[src/ppc_map.svh]
// Register offsets, reset values and idle read value of the parallel port block
`ifndef PPC_MAP_SVH
`define PPC_MAP_SVH

`define PPC_OFS_P0_LATCH  5'h00
`define PPC_OFS_P1_PINS   5'h01
`define PPC_OFS_P2_LATCH  5'h02
`define PPC_OFS_P8_LATCH  5'h03
`define PPC_OFS_P9_LATCH  5'h04
`define PPC_OFS_DIR0      5'h05
`define PPC_OFS_DIR2      5'h06
`define PPC_OFS_DIR3      5'h07
`define PPC_OFS_DIR4      5'h08
`define PPC_OFS_DIR5      5'h09
`define PPC_OFS_DIR6      5'h0a
`define PPC_OFS_DIR8      5'h0b
`define PPC_OFS_DIR9      5'h0c
`define PPC_OFS_PULL0     5'h0d
`define PPC_OFS_PULL3     5'h0e
`define PPC_OFS_PULL4     5'h0f
`define PPC_OFS_PULL6     5'h10
`define PPC_OFS_PULL8     5'h11
`define PPC_OFS_PULL9     5'h12
`define PPC_OFS_FN3       5'h13
`define PPC_OFS_FN4       5'h14
`define PPC_OFS_FN8       5'h15
`define PPC_OFS_FN9       5'h16
`define PPC_OFS_IRQ_STAT  5'h17
`define PPC_OFS_IRQ_MASK  5'h18

`define PPC_DIR_RST       8'hff
`define PPC_LATCH_RST     8'h00
`define PPC_NIB_LATCH_RST 4'h0
`define PPC_PU_RST        8'h00
`define PPC_FN_RST        8'h00
`define PPC_MASK_RST      4'hf
`define PPC_STAT_RST      4'h0
`define PPC_RDATA_IDLE    8'h00

`endif

[src/ppc_pkg.sv]
// Shared types of the parallel port block
package ppc_pkg;
	typedef logic [7:0] ppc_byte_t;
	typedef logic [4:0] ppc_addr_t;
	typedef logic [3:0] ppc_nib_t;
endpackage

[src/ppc_sync.sv]
// Two-flop synchroniser for pin inputs
`timescale 1ns/10ps
`default_nettype none
module ppc_sync #(
	parameter int W = 8
) (
	input  wire logic         clock,
	input  wire logic         nrst,
	input  wire logic [W-1:0] async_in,
	output logic      [W-1:0] sync_out
);
	logic [W-1:0] stage1;

	// First stage feeds only the second stage
	always_ff @(posedge clock) begin
		if (!nrst) begin
			stage1   <= '0;
			sync_out <= '0;
		end else begin
			stage1   <= async_in;
			sync_out <= stage1;
		end
	end
endmodule
`default_nettype wire

[src/ppc_pin_mux.sv]
// Per-bit drive, pull-up and read-back selection of one bidirectional port
`timescale 1ns/10ps
`default_nettype none
module ppc_pin_mux #(
	parameter int W = 8
) (
	input  wire logic [W-1:0] dir_in,
	input  wire logic [W-1:0] latch,
	input  wire logic [W-1:0] alt_en,
	input  wire logic [W-1:0] alt_val,
	input  wire logic [W-1:0] pin_sync,
	input  wire logic [W-1:0] pu_sel,
	output logic      [W-1:0] pin_out,
	output logic      [W-1:0] pin_oe,
	output logic      [W-1:0] pull_en,
	output logic      [W-1:0] rd_val
);
	logic [W-1:0] sense;

	// Direction bit 1 means input with the driver off, unless alt_en drives the bit
	assign pin_out = (alt_en & alt_val) | (~alt_en & latch);
	assign pin_oe  = alt_en | ~dir_in;
	// Pull-up only makes sense on a pin nobody drives from inside
	assign pull_en = pu_sel & dir_in & ~alt_en;
	assign sense   = dir_in | alt_en;
	assign rd_val  = (sense & pin_sync) | (~sense & latch);
endmodule
`default_nettype wire

[src/ppc_top.sv]
// Parallel port pin control: registers, pin drive and port zero interrupt flags
`timescale 1ns/10ps
`default_nettype none
`include "ppc_map.svh"
module ppc_top (
	input  wire logic             clock,
	input  wire logic             nrst,
	input  wire ppc_pkg::ppc_addr_t addr,
	input  wire ppc_pkg::ppc_byte_t wdata,
	input  wire logic             wr,
	input  wire logic             rd,
	output ppc_pkg::ppc_byte_t    rdata,
	output logic                  irq,
	input  wire logic [3:0]       quad_io_pins_in,
	output logic      [3:0]       quad_io_pins_out,
	output logic      [3:0]       quad_io_pins_oe,
	output logic      [3:0]       quad_pullup_en,
	input  wire logic [4:0]       analog_shared_inputs,
	output logic      [7:0]       meter_output_pins_out,
	output logic      [7:0]       meter_output_pins_oe,
	input  wire logic [7:0]       meter_pwm,
	input  wire logic [7:0]       segment_io_pins_a_in,
	output logic      [7:0]       segment_io_pins_a_out,
	output logic      [7:0]       segment_io_pins_a_oe,
	output logic      [7:0]       segment_a_pullup_en,
	input  wire logic [7:0]       segment_drive_a,
	input  wire logic [7:0]       segment_io_pins_b_in,
	output logic      [7:0]       segment_io_pins_b_out,
	output logic      [7:0]       segment_io_pins_b_oe,
	output logic      [7:0]       segment_b_pullup_en,
	input  wire logic [7:0]       segment_drive_b,
	output ppc_pkg::ppc_byte_t    dir_sel_p3,
	output ppc_pkg::ppc_byte_t    dir_sel_p4,
	output ppc_pkg::ppc_byte_t    dir_sel_p5,
	output ppc_pkg::ppc_byte_t    dir_sel_p6,
	output ppc_pkg::ppc_byte_t    weak_pullup_sel_p3,
	output ppc_pkg::ppc_byte_t    weak_pullup_sel_p4,
	output ppc_pkg::ppc_byte_t    weak_pullup_sel_p6,
	output ppc_pkg::ppc_byte_t    segment_function_sel_p3,
	output ppc_pkg::ppc_byte_t    segment_function_sel_p4
);
	ppc_pkg::ppc_nib_t  p0_latch;
	ppc_pkg::ppc_byte_t meter_latch;
	ppc_pkg::ppc_byte_t seg_latch_a;
	ppc_pkg::ppc_byte_t seg_latch_b;
	ppc_pkg::ppc_byte_t dir_sel_port_zero;
	ppc_pkg::ppc_byte_t dir_sel_p2;
	ppc_pkg::ppc_byte_t dir_sel_p8;
	ppc_pkg::ppc_byte_t dir_sel_p9;
	ppc_pkg::ppc_byte_t weak_pullup_sel_port_zero;
	ppc_pkg::ppc_byte_t weak_pullup_sel_p8;
	ppc_pkg::ppc_byte_t weak_pullup_sel_p9;
	ppc_pkg::ppc_byte_t segment_function_sel_p8;
	ppc_pkg::ppc_byte_t segment_function_sel_p9;
	ppc_pkg::ppc_nib_t  irq_stat;
	ppc_pkg::ppc_nib_t  irq_mask;
	ppc_pkg::ppc_nib_t  p0_level;
	ppc_pkg::ppc_nib_t  p0_prev;
	ppc_pkg::ppc_nib_t  p0_event;
	ppc_pkg::ppc_nib_t  p0_rd;
	ppc_pkg::ppc_nib_t  quad_sync;
	logic [4:0]         ana_sync;
	logic [7:0]         seg_sync_a;
	logic [7:0]         seg_sync_b;
	logic [7:0]         seg_rd_a;
	logic [7:0]         seg_rd_b;
	logic [24:0]        pins_sync;
	logic               armed;
	logic               latch_write_strobe;

	// All pin inputs cross into the clock domain together
	ppc_sync #(
		.W(25)
	) u_sync (
		.clock    (clock),
		.nrst     (nrst),
		.async_in ({segment_io_pins_b_in, segment_io_pins_a_in, analog_shared_inputs, quad_io_pins_in}),
		.sync_out (pins_sync)
	);
	assign quad_sync  = pins_sync[3:0];
	assign ana_sync   = pins_sync[8:4];
	assign seg_sync_a = pins_sync[16:9];
	assign seg_sync_b = pins_sync[24:17];

	assign latch_write_strobe = wr && (addr == `PPC_OFS_P0_LATCH || addr == `PPC_OFS_P2_LATCH ||
		addr == `PPC_OFS_P8_LATCH || addr == `PPC_OFS_P9_LATCH);

	// Output latches
	always_ff @(posedge clock) begin
		if (!nrst) begin
			p0_latch    <= `PPC_NIB_LATCH_RST;
			meter_latch <= `PPC_LATCH_RST;
			seg_latch_a <= `PPC_LATCH_RST;
			seg_latch_b <= `PPC_LATCH_RST;
		end else if (latch_write_strobe) begin
			case (addr)
				`PPC_OFS_P0_LATCH: p0_latch <= wdata[3:0];
				`PPC_OFS_P2_LATCH: meter_latch <= wdata;
				`PPC_OFS_P8_LATCH: seg_latch_a <= wdata;
				`PPC_OFS_P9_LATCH: seg_latch_b <= wdata;
				default: ;
			endcase
		end
	end

	// Direction registers, ports 3 to 6 only held for their own pin logic
	always_ff @(posedge clock) begin
		if (!nrst) begin
			dir_sel_port_zero <= `PPC_DIR_RST;
			dir_sel_p2        <= `PPC_DIR_RST;
			dir_sel_p3        <= `PPC_DIR_RST;
			dir_sel_p4        <= `PPC_DIR_RST;
			dir_sel_p5        <= `PPC_DIR_RST;
			dir_sel_p6        <= `PPC_DIR_RST;
			dir_sel_p8        <= `PPC_DIR_RST;
			dir_sel_p9        <= `PPC_DIR_RST;
		end else if (wr) begin
			case (addr)
				`PPC_OFS_DIR0: dir_sel_port_zero <= wdata;
				`PPC_OFS_DIR2: dir_sel_p2 <= wdata;
				`PPC_OFS_DIR3: dir_sel_p3 <= wdata;
				`PPC_OFS_DIR4: dir_sel_p4 <= wdata;
				`PPC_OFS_DIR5: dir_sel_p5 <= wdata;
				`PPC_OFS_DIR6: dir_sel_p6 <= wdata;
				`PPC_OFS_DIR8: dir_sel_p8 <= wdata;
				`PPC_OFS_DIR9: dir_sel_p9 <= wdata;
				default: ;
			endcase
		end
	end

	// Pull-up and segment function selections
	always_ff @(posedge clock) begin
		if (!nrst) begin
			weak_pullup_sel_port_zero <= `PPC_PU_RST;
			weak_pullup_sel_p3        <= `PPC_PU_RST;
			weak_pullup_sel_p4        <= `PPC_PU_RST;
			weak_pullup_sel_p6        <= `PPC_PU_RST;
			weak_pullup_sel_p8        <= `PPC_PU_RST;
			weak_pullup_sel_p9        <= `PPC_PU_RST;
			segment_function_sel_p3   <= `PPC_FN_RST;
			segment_function_sel_p4   <= `PPC_FN_RST;
			segment_function_sel_p8   <= `PPC_FN_RST;
			segment_function_sel_p9   <= `PPC_FN_RST;
		end else if (wr) begin
			case (addr)
				`PPC_OFS_PULL0: weak_pullup_sel_port_zero <= wdata;
				`PPC_OFS_PULL3: weak_pullup_sel_p3 <= wdata;
				`PPC_OFS_PULL4: weak_pullup_sel_p4 <= wdata;
				`PPC_OFS_PULL6: weak_pullup_sel_p6 <= wdata;
				`PPC_OFS_PULL8: weak_pullup_sel_p8 <= wdata;
				`PPC_OFS_PULL9: weak_pullup_sel_p9 <= wdata;
				`PPC_OFS_FN3: segment_function_sel_p3 <= wdata;
				`PPC_OFS_FN4: segment_function_sel_p4 <= wdata;
				`PPC_OFS_FN8: segment_function_sel_p8 <= wdata;
				`PPC_OFS_FN9: segment_function_sel_p9 <= wdata;
				default: ;
			endcase
		end
	end

	// Port zero: no alternate drive, the read-back and the interrupt input tap the pin in input mode and the latch in output mode
	ppc_pin_mux #(
		.W(4)
	) u_mux_p0 (
		.dir_in   (dir_sel_port_zero[3:0]),
		.latch    (p0_latch),
		.alt_en   (4'h0),
		.alt_val  (4'h0),
		.pin_sync (quad_sync),
		.pu_sel   (weak_pullup_sel_port_zero[3:0]),
		.pin_out  (quad_io_pins_out),
		.pin_oe   (quad_io_pins_oe),
		.pull_en  (quad_pullup_en),
		.rd_val   (p0_rd)
	);

	ppc_pin_mux #(
		.W(8)
	) u_mux_p8 (
		.dir_in   (dir_sel_p8),
		.latch    (seg_latch_a),
		.alt_en   (segment_function_sel_p8),
		.alt_val  (segment_drive_a),
		.pin_sync (seg_sync_a),
		.pu_sel   (weak_pullup_sel_p8),
		.pin_out  (segment_io_pins_a_out),
		.pin_oe   (segment_io_pins_a_oe),
		.pull_en  (segment_a_pullup_en),
		.rd_val   (seg_rd_a)
	);

	ppc_pin_mux #(
		.W(8)
	) u_mux_p9 (
		.dir_in   (dir_sel_p9),
		.latch    (seg_latch_b),
		.alt_en   (segment_function_sel_p9),
		.alt_val  (segment_drive_b),
		.pin_sync (seg_sync_b),
		.pu_sel   (weak_pullup_sel_p9),
		.pin_out  (segment_io_pins_b_out),
		.pin_oe   (segment_io_pins_b_oe),
		.pull_en  (segment_b_pullup_en),
		.rd_val   (seg_rd_b)
	);

	// PWM is ORed onto the latch, so the latch must be zero when PWM is used
	assign meter_output_pins_out = meter_latch | meter_pwm;
	assign meter_output_pins_oe  = ~dir_sel_p2;

	// Interrupt input sees the driven level in output mode, the pin otherwise
	assign p0_level = (dir_sel_port_zero[3:0] & quad_sync) | (~dir_sel_port_zero[3:0] & p0_latch);
	assign p0_event = armed ? (p0_level ^ p0_prev) : 4'h0;

	// Skips only the first cycle, one short of the two-flop synchroniser delay, so a pin already high at reset still raises a flag
	always_ff @(posedge clock) begin
		if (!nrst) begin
			armed   <= 1'b0;
			p0_prev <= 4'h0;
		end else begin
			armed   <= 1'b1;
			p0_prev <= p0_level;
		end
	end

	// A new event wins over a write-one-to-clear in the same cycle
	always_ff @(posedge clock) begin
		if (!nrst) begin
			irq_stat <= `PPC_STAT_RST;
		end else if (wr && addr == `PPC_OFS_IRQ_STAT) begin
			irq_stat <= (irq_stat & ~wdata[3:0]) | p0_event;
		end else begin
			irq_stat <= irq_stat | p0_event;
		end
	end

	// Mask bit 1 blocks the request; all masked out of reset
	always_ff @(posedge clock) begin
		if (!nrst) begin
			irq_mask <= `PPC_MASK_RST;
		end else if (wr && addr == `PPC_OFS_IRQ_MASK) begin
			irq_mask <= wdata[3:0];
		end
	end

	assign irq = |(irq_stat & ~irq_mask);

	// Read data for the cycle after the strobe; unmapped offsets read zero
	always_ff @(posedge clock) begin
		if (!nrst) begin
			rdata <= `PPC_RDATA_IDLE;
		end else if (rd) begin
			case (addr)
				`PPC_OFS_P0_LATCH: rdata <= {4'h0, p0_rd};
				`PPC_OFS_P1_PINS:  rdata <= {3'h0, ana_sync};
				`PPC_OFS_P2_LATCH: rdata <= meter_latch & dir_sel_p2;
				`PPC_OFS_P8_LATCH: rdata <= seg_rd_a;
				`PPC_OFS_P9_LATCH: rdata <= seg_rd_b;
				`PPC_OFS_DIR0:     rdata <= dir_sel_port_zero;
				`PPC_OFS_DIR2:     rdata <= dir_sel_p2;
				`PPC_OFS_DIR3:     rdata <= dir_sel_p3;
				`PPC_OFS_DIR4:     rdata <= dir_sel_p4;
				`PPC_OFS_DIR5:     rdata <= dir_sel_p5;
				`PPC_OFS_DIR6:     rdata <= dir_sel_p6;
				`PPC_OFS_DIR8:     rdata <= dir_sel_p8;
				`PPC_OFS_DIR9:     rdata <= dir_sel_p9;
				`PPC_OFS_PULL0:    rdata <= weak_pullup_sel_port_zero;
				`PPC_OFS_PULL3:    rdata <= weak_pullup_sel_p3;
				`PPC_OFS_PULL4:    rdata <= weak_pullup_sel_p4;
				`PPC_OFS_PULL6:    rdata <= weak_pullup_sel_p6;
				`PPC_OFS_PULL8:    rdata <= weak_pullup_sel_p8;
				`PPC_OFS_PULL9:    rdata <= weak_pullup_sel_p9;
				`PPC_OFS_FN3:      rdata <= segment_function_sel_p3;
				`PPC_OFS_FN4:      rdata <= segment_function_sel_p4;
				`PPC_OFS_FN8:      rdata <= segment_function_sel_p8;
				`PPC_OFS_FN9:      rdata <= segment_function_sel_p9;
				`PPC_OFS_IRQ_STAT: rdata <= {4'h0, irq_stat};
				`PPC_OFS_IRQ_MASK: rdata <= {4'h0, irq_mask};
				default:           rdata <= `PPC_RDATA_IDLE;
			endcase
		end else begin
			rdata <= `PPC_RDATA_IDLE;
		end
	end
endmodule
`default_nettype wire

[config.mk]
export PLATFORM = sky130hd
export DESIGN_NAME = ppc_top
export DESIGN_NICKNAME = d
export VERILOG_FILES = /design/src/ppc_pkg.sv /design/src/ppc_sync.sv /design/src/ppc_pin_mux.sv /design/src/ppc_top.sv
export VERILOG_INCLUDE_DIRS = /design/src
export SDC_FILE = /design/constraint.sdc
export NUM_CORES = 1
export LEC_CHECK = 0
export ABC_CLOCK_PERIOD_IN_PS = 1850
export BUFFER_PORTS_ARGS = -buffer_cell sky130_fd_sc_hd__buf_2
export CAP_MARGIN = 0
export CORE_MARGIN = 3
export CORE_UTILIZATION = 50
export CTS_BUF_LIST = sky130_fd_sc_hd__clkbuf_8
export CTS_CLUSTER_DIAMETER = 120
export DETAILED_ROUTE_END_ITERATION = 8
export PLACE_DENSITY = 0.74
export SYNTH_ARGS = -nofsm -noshare
export SYNTH_HDL_FRONTEND = slang
export SYNTH_SLANG_ARGS = --single-unit
[constraint.sdc]
create_clock -name clock -period 1.85 [get_ports clock]
set_input_delay 0.185 -clock clock [delete_from_list [all_inputs] [get_ports clock]]
set_output_delay 0.185 -clock clock [all_outputs]
set_load 0.005 [all_outputs]
Word level (Yosys, flattened, before mapping):

Index checks and enable logic that the tools add are counted.

* bits in registers: 243
* bits in latches: 0
* bits in writable memories: 0
* bits in read-only memories: 0
* input bits: 66
* output and inout bits: 157
* word-level logic and storage cells: 129
* memories: 0

* add/sub/neg operators: 0
* $mul: 0
* divide/modulo/power cells: 0
* $lt $le $gt $ge: 0
* equal/unequal tests: 24
* shifts and indexed selects: 0
* multiplexer cells: 4
* bitwise gates (word level): 41
* reductions and logical operators: 31

Operators by type and width (count)
* $pmux W8 S25: 1
* $and A8 B8 Y8: 13
* $or A8 B8 Y8: 9
* $not A8 Y8: 7
* $reduce_and A2 Y1: 23
* $eq A5 B5 Y1 const B: 9
* $eq A5 B4 Y1 const B: 8
* $and A4 B4 Y4: 5
* $eq A5 B3 Y1 const B: 4
* $not A4 Y4: 3
* $or A4 B4 Y4: 3
* $eq A5 B2 Y1 const B: 2
* $mux W4: 2
* $eq A5 B1 Y1 const B: 1
* $logic_not A5 Y1: 1
* $reduce_or A4 Y1: 1
* $xor A4 B4 Y4: 1
* $logic_and A1 B1 Y1: 3
* $logic_or A1 B1 Y1: 3
* $mux W1: 1

Depth between registers and ports, before layout:

* depth in word-level cells: 7
* mapped depth: 8
* mapped depth without buffers: 5

Modules after synthesis:

Synthesis repeated with hierarchy kept, for this count alone.

* cells, all modules: 1359
* area total of the unflattened synthesis: 11413.4 sq um

Modules (own cells, without submodules)
* ppc_top: instances 1, cells an instance 1134, area an instance 9223.8 sq um, sequential area each 3863.7 sq um
* ppc_sync: instances 1, cells an instance 105, area an instance 1388.8 sq um, sequential area each 1001.0 sq um
* ppc_pin_mux (u_mux_p8 ...): instances 2, cells an instance 48, area an instance 320.3 sq um, sequential area each 0.0 sq um
* ppc_pin_mux (u_mux_p0): instances 1, cells an instance 24, area an instance 160.2 sq um, sequential area each 0.0 sq um

Least setup slack after synthesis:

OpenSTA, ideal clock, no wires.

* path type: input port to flip-flop
* start: input port addr[4]
* end: register rdata[3]
* library setup time: 0.132 ns
* arrival: 1.496 ns
* required time: 1.718 ns
* slack: 0.222 ns
* stages on the path: 6
* path buffers: 1
* path through: buf_6 -> mux2_4 -> and3_4 -> or4_4 -> nor4_2 -> a31oi_1

* cells in the longest elaborated chain, start to end: 2
* elaborated cells on any way between the ends: 26
* those cells by class: eq/ne (24); mux (1); reduce/logical (1)

RTL lines
* start, declared: line ppc_top.sv:8 `input wire ppc_pkg::ppc_addr_t addr,`
* $eq A5 B5 Y1 (tied with other cells): line ppc_top.sv:254 `case (addr)`
* $pmux W8 S25 *: line ppc_top.sv:254
* end signal, assigned: line ppc_top.sv:255 `` `PPC_OFS_P0_LATCH: rdata <= {4'h0, p0_rd}; ``
* end signal, assigned: line ppc_top.sv:256 `` `PPC_OFS_P1_PINS: rdata <= {3'h0, ana_sync}; ``
* end signal, assigned: line ppc_top.sv:257 `` `PPC_OFS_P2_LATCH: rdata <= meter_latch & dir_sel_p2; ``
* end, declared: line ppc_top.sv:12 `output ppc_pkg::ppc_byte_t rdata,`

Every way passes the cells marked *; elsewhere a longest branch is shown, timed or not.
A chain may end at the register's enable or synchronous reset.

Worst setup path in the final report:

* start: register irq_stat[1]
* end: output port irq

* cells in the longest elaborated chain, start to end: 2

RTL lines
* start, declared: line ppc_top.sv:55 `ppc_pkg::ppc_nib_t irq_stat;`
* start signal, assigned: line ppc_top.sv:230 `` irq_stat <= `PPC_STAT_RST; ``
* start signal, assigned: line ppc_top.sv:232 `irq_stat <= (irq_stat & ~wdata[3:0]) | p0_event;`
* start signal, assigned: line ppc_top.sv:234 `irq_stat <= irq_stat | p0_event;`
* $and A4 B4 Y4: line ppc_top.sv:247 `assign irq = |(irq_stat & ~irq_mask);`
* $reduce_or A4 Y1: line ppc_top.sv:247
* end, declared: line ppc_top.sv:13 `output logic irq,`

Every way passes these cells.

==> impl_metrics.ini <==
[final_layout]
multi_input_area_um2 = 5700
final_util = 0.675
seqCellArea_um2 = 4870
syn2layout_area_growth_pct = 30.2
antenna_cells = 0
finalNetCount = 1696
nFillCells = 1782
drive_gt1_frac = 0.287
finalNonFillerCells = 1935

[placed_design]
dpl_worst_slack_ns = -0.143
dp.cells = 1837
numPortBuffers = 222
place_hpwl_um = 34200
place_congestion = 0.989

[clock_network]
insertion_delay_ns = 0.56
cts_tree = built
clockBufferDepth = 3
clkTransAtPathRegs_ns = 0.06
cts-htree-levels = 2
numCtsBuffers = 40
postCtsSetupBuffers = 0
cts_sinks = 243
cts_root_buf = clkbuf_8

[sta]
slew_violations = 0
timing.fmax_mhz = 563
worstMarginPinSlew_ns = 1.02
hold_violations = 0
skew_ns = 0.0203
max_slew_margin = 0.314
fin_ws_ns = 0.0739
post-route-period-util = 0.960
setup-violations-final = 0
rsz0062_at_grt = false
fin_crit_ns = 1.78
hold_slack_ns = 0.0428

[synth]
syn_area_per_cell_um2 = 8.61
ys_types = 74
yosysMostFrequentCell = dfxtp_1
netlist_area_um2 = 11100
synth-edff-count = 0
synth_adder_area_share = 0
synth_top_family_by_area = simple AND/OR/NAND/NOR gates
yosysTopAreaCell = dfxtp_1
synth_simple_gate_area_frac = 0.294
synth_ff_type = dfxtp_1
synth_cells = 1290
synth_fp_nets = 1356
synth.top_cells.by_count = dfxtp_1, nand2_1, nand3_1
synth_compound_area_frac = 0.128
async_flop_share = 0
synth-seq-cells = 243
ys_warn_count = 0
synth_mux_area_frac = 0.0875
synth.top_cell.area_share = 0.438
synthXorXnorAreaFrac = 0.00315
synth_area_leaders = dfxtp_1, nand2_1, mux2i_1
yosysSeqAreaShare = 0.438

[job]
max-cap-violations = 0

[global_route]
antenna_found_initial = 0
grt_pass1_vias = 10800
grt_pass1_wl_um = 67500
grt_max_degree = 97
globalRouteOverflowTotal = 0
track_usage = 0.368

[detailed_routing]
num_vias = 11400
drcViolationCount = 0
wl_per_cell_um = 23.7
drtIter0Drc = 1132
drt-pass1-iter-count = 5
vias_per_cell = 5.89
drt-total-wl_um = 45900
ant_nets = 0

[die]
die_h_um = 155
core-area_um2 = 21400
initial_core_util = 0.519
row_count = 53
dieArea_um2 = 24000
die_w_um = 155
io_pins = 223

[worst_setup_path]
max_stage_delay_ns = 0.45
critPathBufInv = 2
crit_path_start_kind = register
path_delay_family = flip-flops
criticalPathCategory = reg2out
r2r-end = rdata[0]
crit_slowest_cell = dfxtp_1
r2r_start = dir_sel_p8[0]
r2r_slack_ns = 0.10
endpoint_kind = primary output
cp_max_fo = 2
cp.required_ns = 1.66
arrival_ns = 1.59
cp_cell_sequence = inv_1, o221ai_1, buf_2
rr_worst_depth = 5

[pwr]
power.switching_mw = 2.96
pwr-share-comb = 0.095
irDropWorstVdd_mv = 0.652
p_leak_nw = 6.53
intPower_mw = 8.50
clock_power_share = 0.433
power.total_mw = 11.5
powerDensity_nw_per_um2 = 792
p_seq_frac = 0.472
switching_share = 0.258

[worst_hold_path]
hold_path_end = segment_function_sel_p8[3]
whs_path_depth = 3
hp-start = wdata[3]
min_path_type = in2reg

[outcome]
outcome = finished clean
registers in the layout, summed over array words and instances (netlist names), 8 cells and up:
name,cells
dir_sel_p2,8
dir_sel_p3,8
dir_sel_p4,8
dir_sel_p5,8
dir_sel_p6,8
dir_sel_p8,8
dir_sel_p9,8
dir_sel_port_zero,8
meter_latch,8
rdata,8
seg_latch_a,8
seg_latch_b,8
segment_function_sel_p3,8
segment_function_sel_p4,8
segment_function_sel_p8,8
segment_function_sel_p9,8
u_sync.stage1,25
u_sync.sync_out,25
weak_pullup_sel_p3,8
weak_pullup_sel_p4,8
weak_pullup_sel_p6,8
weak_pullup_sel_p8,8
weak_pullup_sel_p9,8
weak_pullup_sel_port_zero,8
layout by cell type, fill, tap and decap left out, types with 13 or more instances in the layout:
| master | synthesis | final |
|---|---|---|
| dfxtp_1 | 243 | 242 |
| buf_2 | 19 | 221 |
| nand2_1 | 211 | 211 |
| nand3_1 | 137 | 137 |
| buf_4 | 10 | 129 |
| mux2i_1 | 72 | 72 |
| a21boi_0 | 65 | 65 |
| nor2b_1 | 62 | 62 |
| and2_1 | 56 | 56 |
| clkbuf_8 | 0 | 52 |
| inv_1 | 33 | 43 |
| nor2_1 | 42 | 42 |
| dlygate4sd3_1 | 0 | 26 |
| o21ai_0 | 21 | 21 |
| mux2_2 | 21 | 21 |
| nand2b_1 | 21 | 21 |
| a22oi_1 | 15 | 15 |
| and3_1 | 14 | 14 |
| o211ai_1 | 13 | 13 |
| a21oi_1 | 13 | 13 |
power by group through the flow:
stage | clock network, mW | registers (mW) | logic (mW)
floorplan | 0 | 5.49 | 0.536
global placement | 0 | 5.52 | 1.01
detailed placement | 0 | 5.52 | 1.01
CTS | 5.00 | 5.41 | 1.06
global route | 5.24 | 5.42 | 1.15
finish | 4.96 | 5.41 | 1.09
worst max path at each step:
stage	startpoint	endpoint	slack, ns	depth (start not counted)
2_1_floorplan	addr[4]	rdata[3]	0.22	6
3_3_place_gp	addr[0]	rdata[1]	-0.13	8
3_5_place_dp	addr[0]	rdata[1]	-0.14	8
4_1_cts	segment_function_sel_p9[0]	segment_io_pins_b_out[0]	0.04	3
5_1_grt	irq_mask[3]	irq	0.03	4
6_report	irq_stat[1]	irq	0.07	3
through the flow:
| stage | cell area (µm²) | TNS, ns |
|---|---|---|
| after floorplan | 11100 | 0 |
| after global placement | 13300 | -1.25 |
| after detailed placement | 13300 | -1.51 |
| after CTS | 14500 | 0 |
| after global routing | 14500 | 0 |
| final | 14500 | 0 |
cell families (layout without fill, tap and decap cells):
kind of cell | count (synthesis) | count (layout)
flops | 243 | 243
mux | 94 | 94
xor+xnor | 4 | 4
simple gates | 632 | 632
compound gates | 193 | 193
buf+inv | 124 | 494
area by class of cell:
| type | count | area share |
|---|---|---|
| Clock buffer | 52 | 0.0495 |
| Clock inverter | 20 | 0.00960 |
| Timing Repair Buffer | 388 | 0.178 |
| Inverter | 34 | 0.00882 |
| Sequential cell | 243 | 0.336 |
| Multi-Input combinational cell | 923 | 0.394 |
| Tap cell | 275 | 0.0238 |
routing by layer:
metal,vias to the layer above,GRT usage,part of all wire
met5,-,0,0
met4,0,0.159,0.049
met3,140,0.0971,0.10
met2,716,0.575,0.44
met1,5383,0.482,0.41
li1,5149,-,-
what timing repair did:
item                                    in CTS  in global routing
hold buffers                                26                  0
endpoints found under the hold margin       30                  0
resized for setup                            0                  2
endpoints found under the setup margin       0                  2
tightest hold or removal path: stages:
cell and delay, ns:
buf_2 0.19, nand3_1 0.10, a21boi_0 0.07
(Power assumes the default switching activity.)
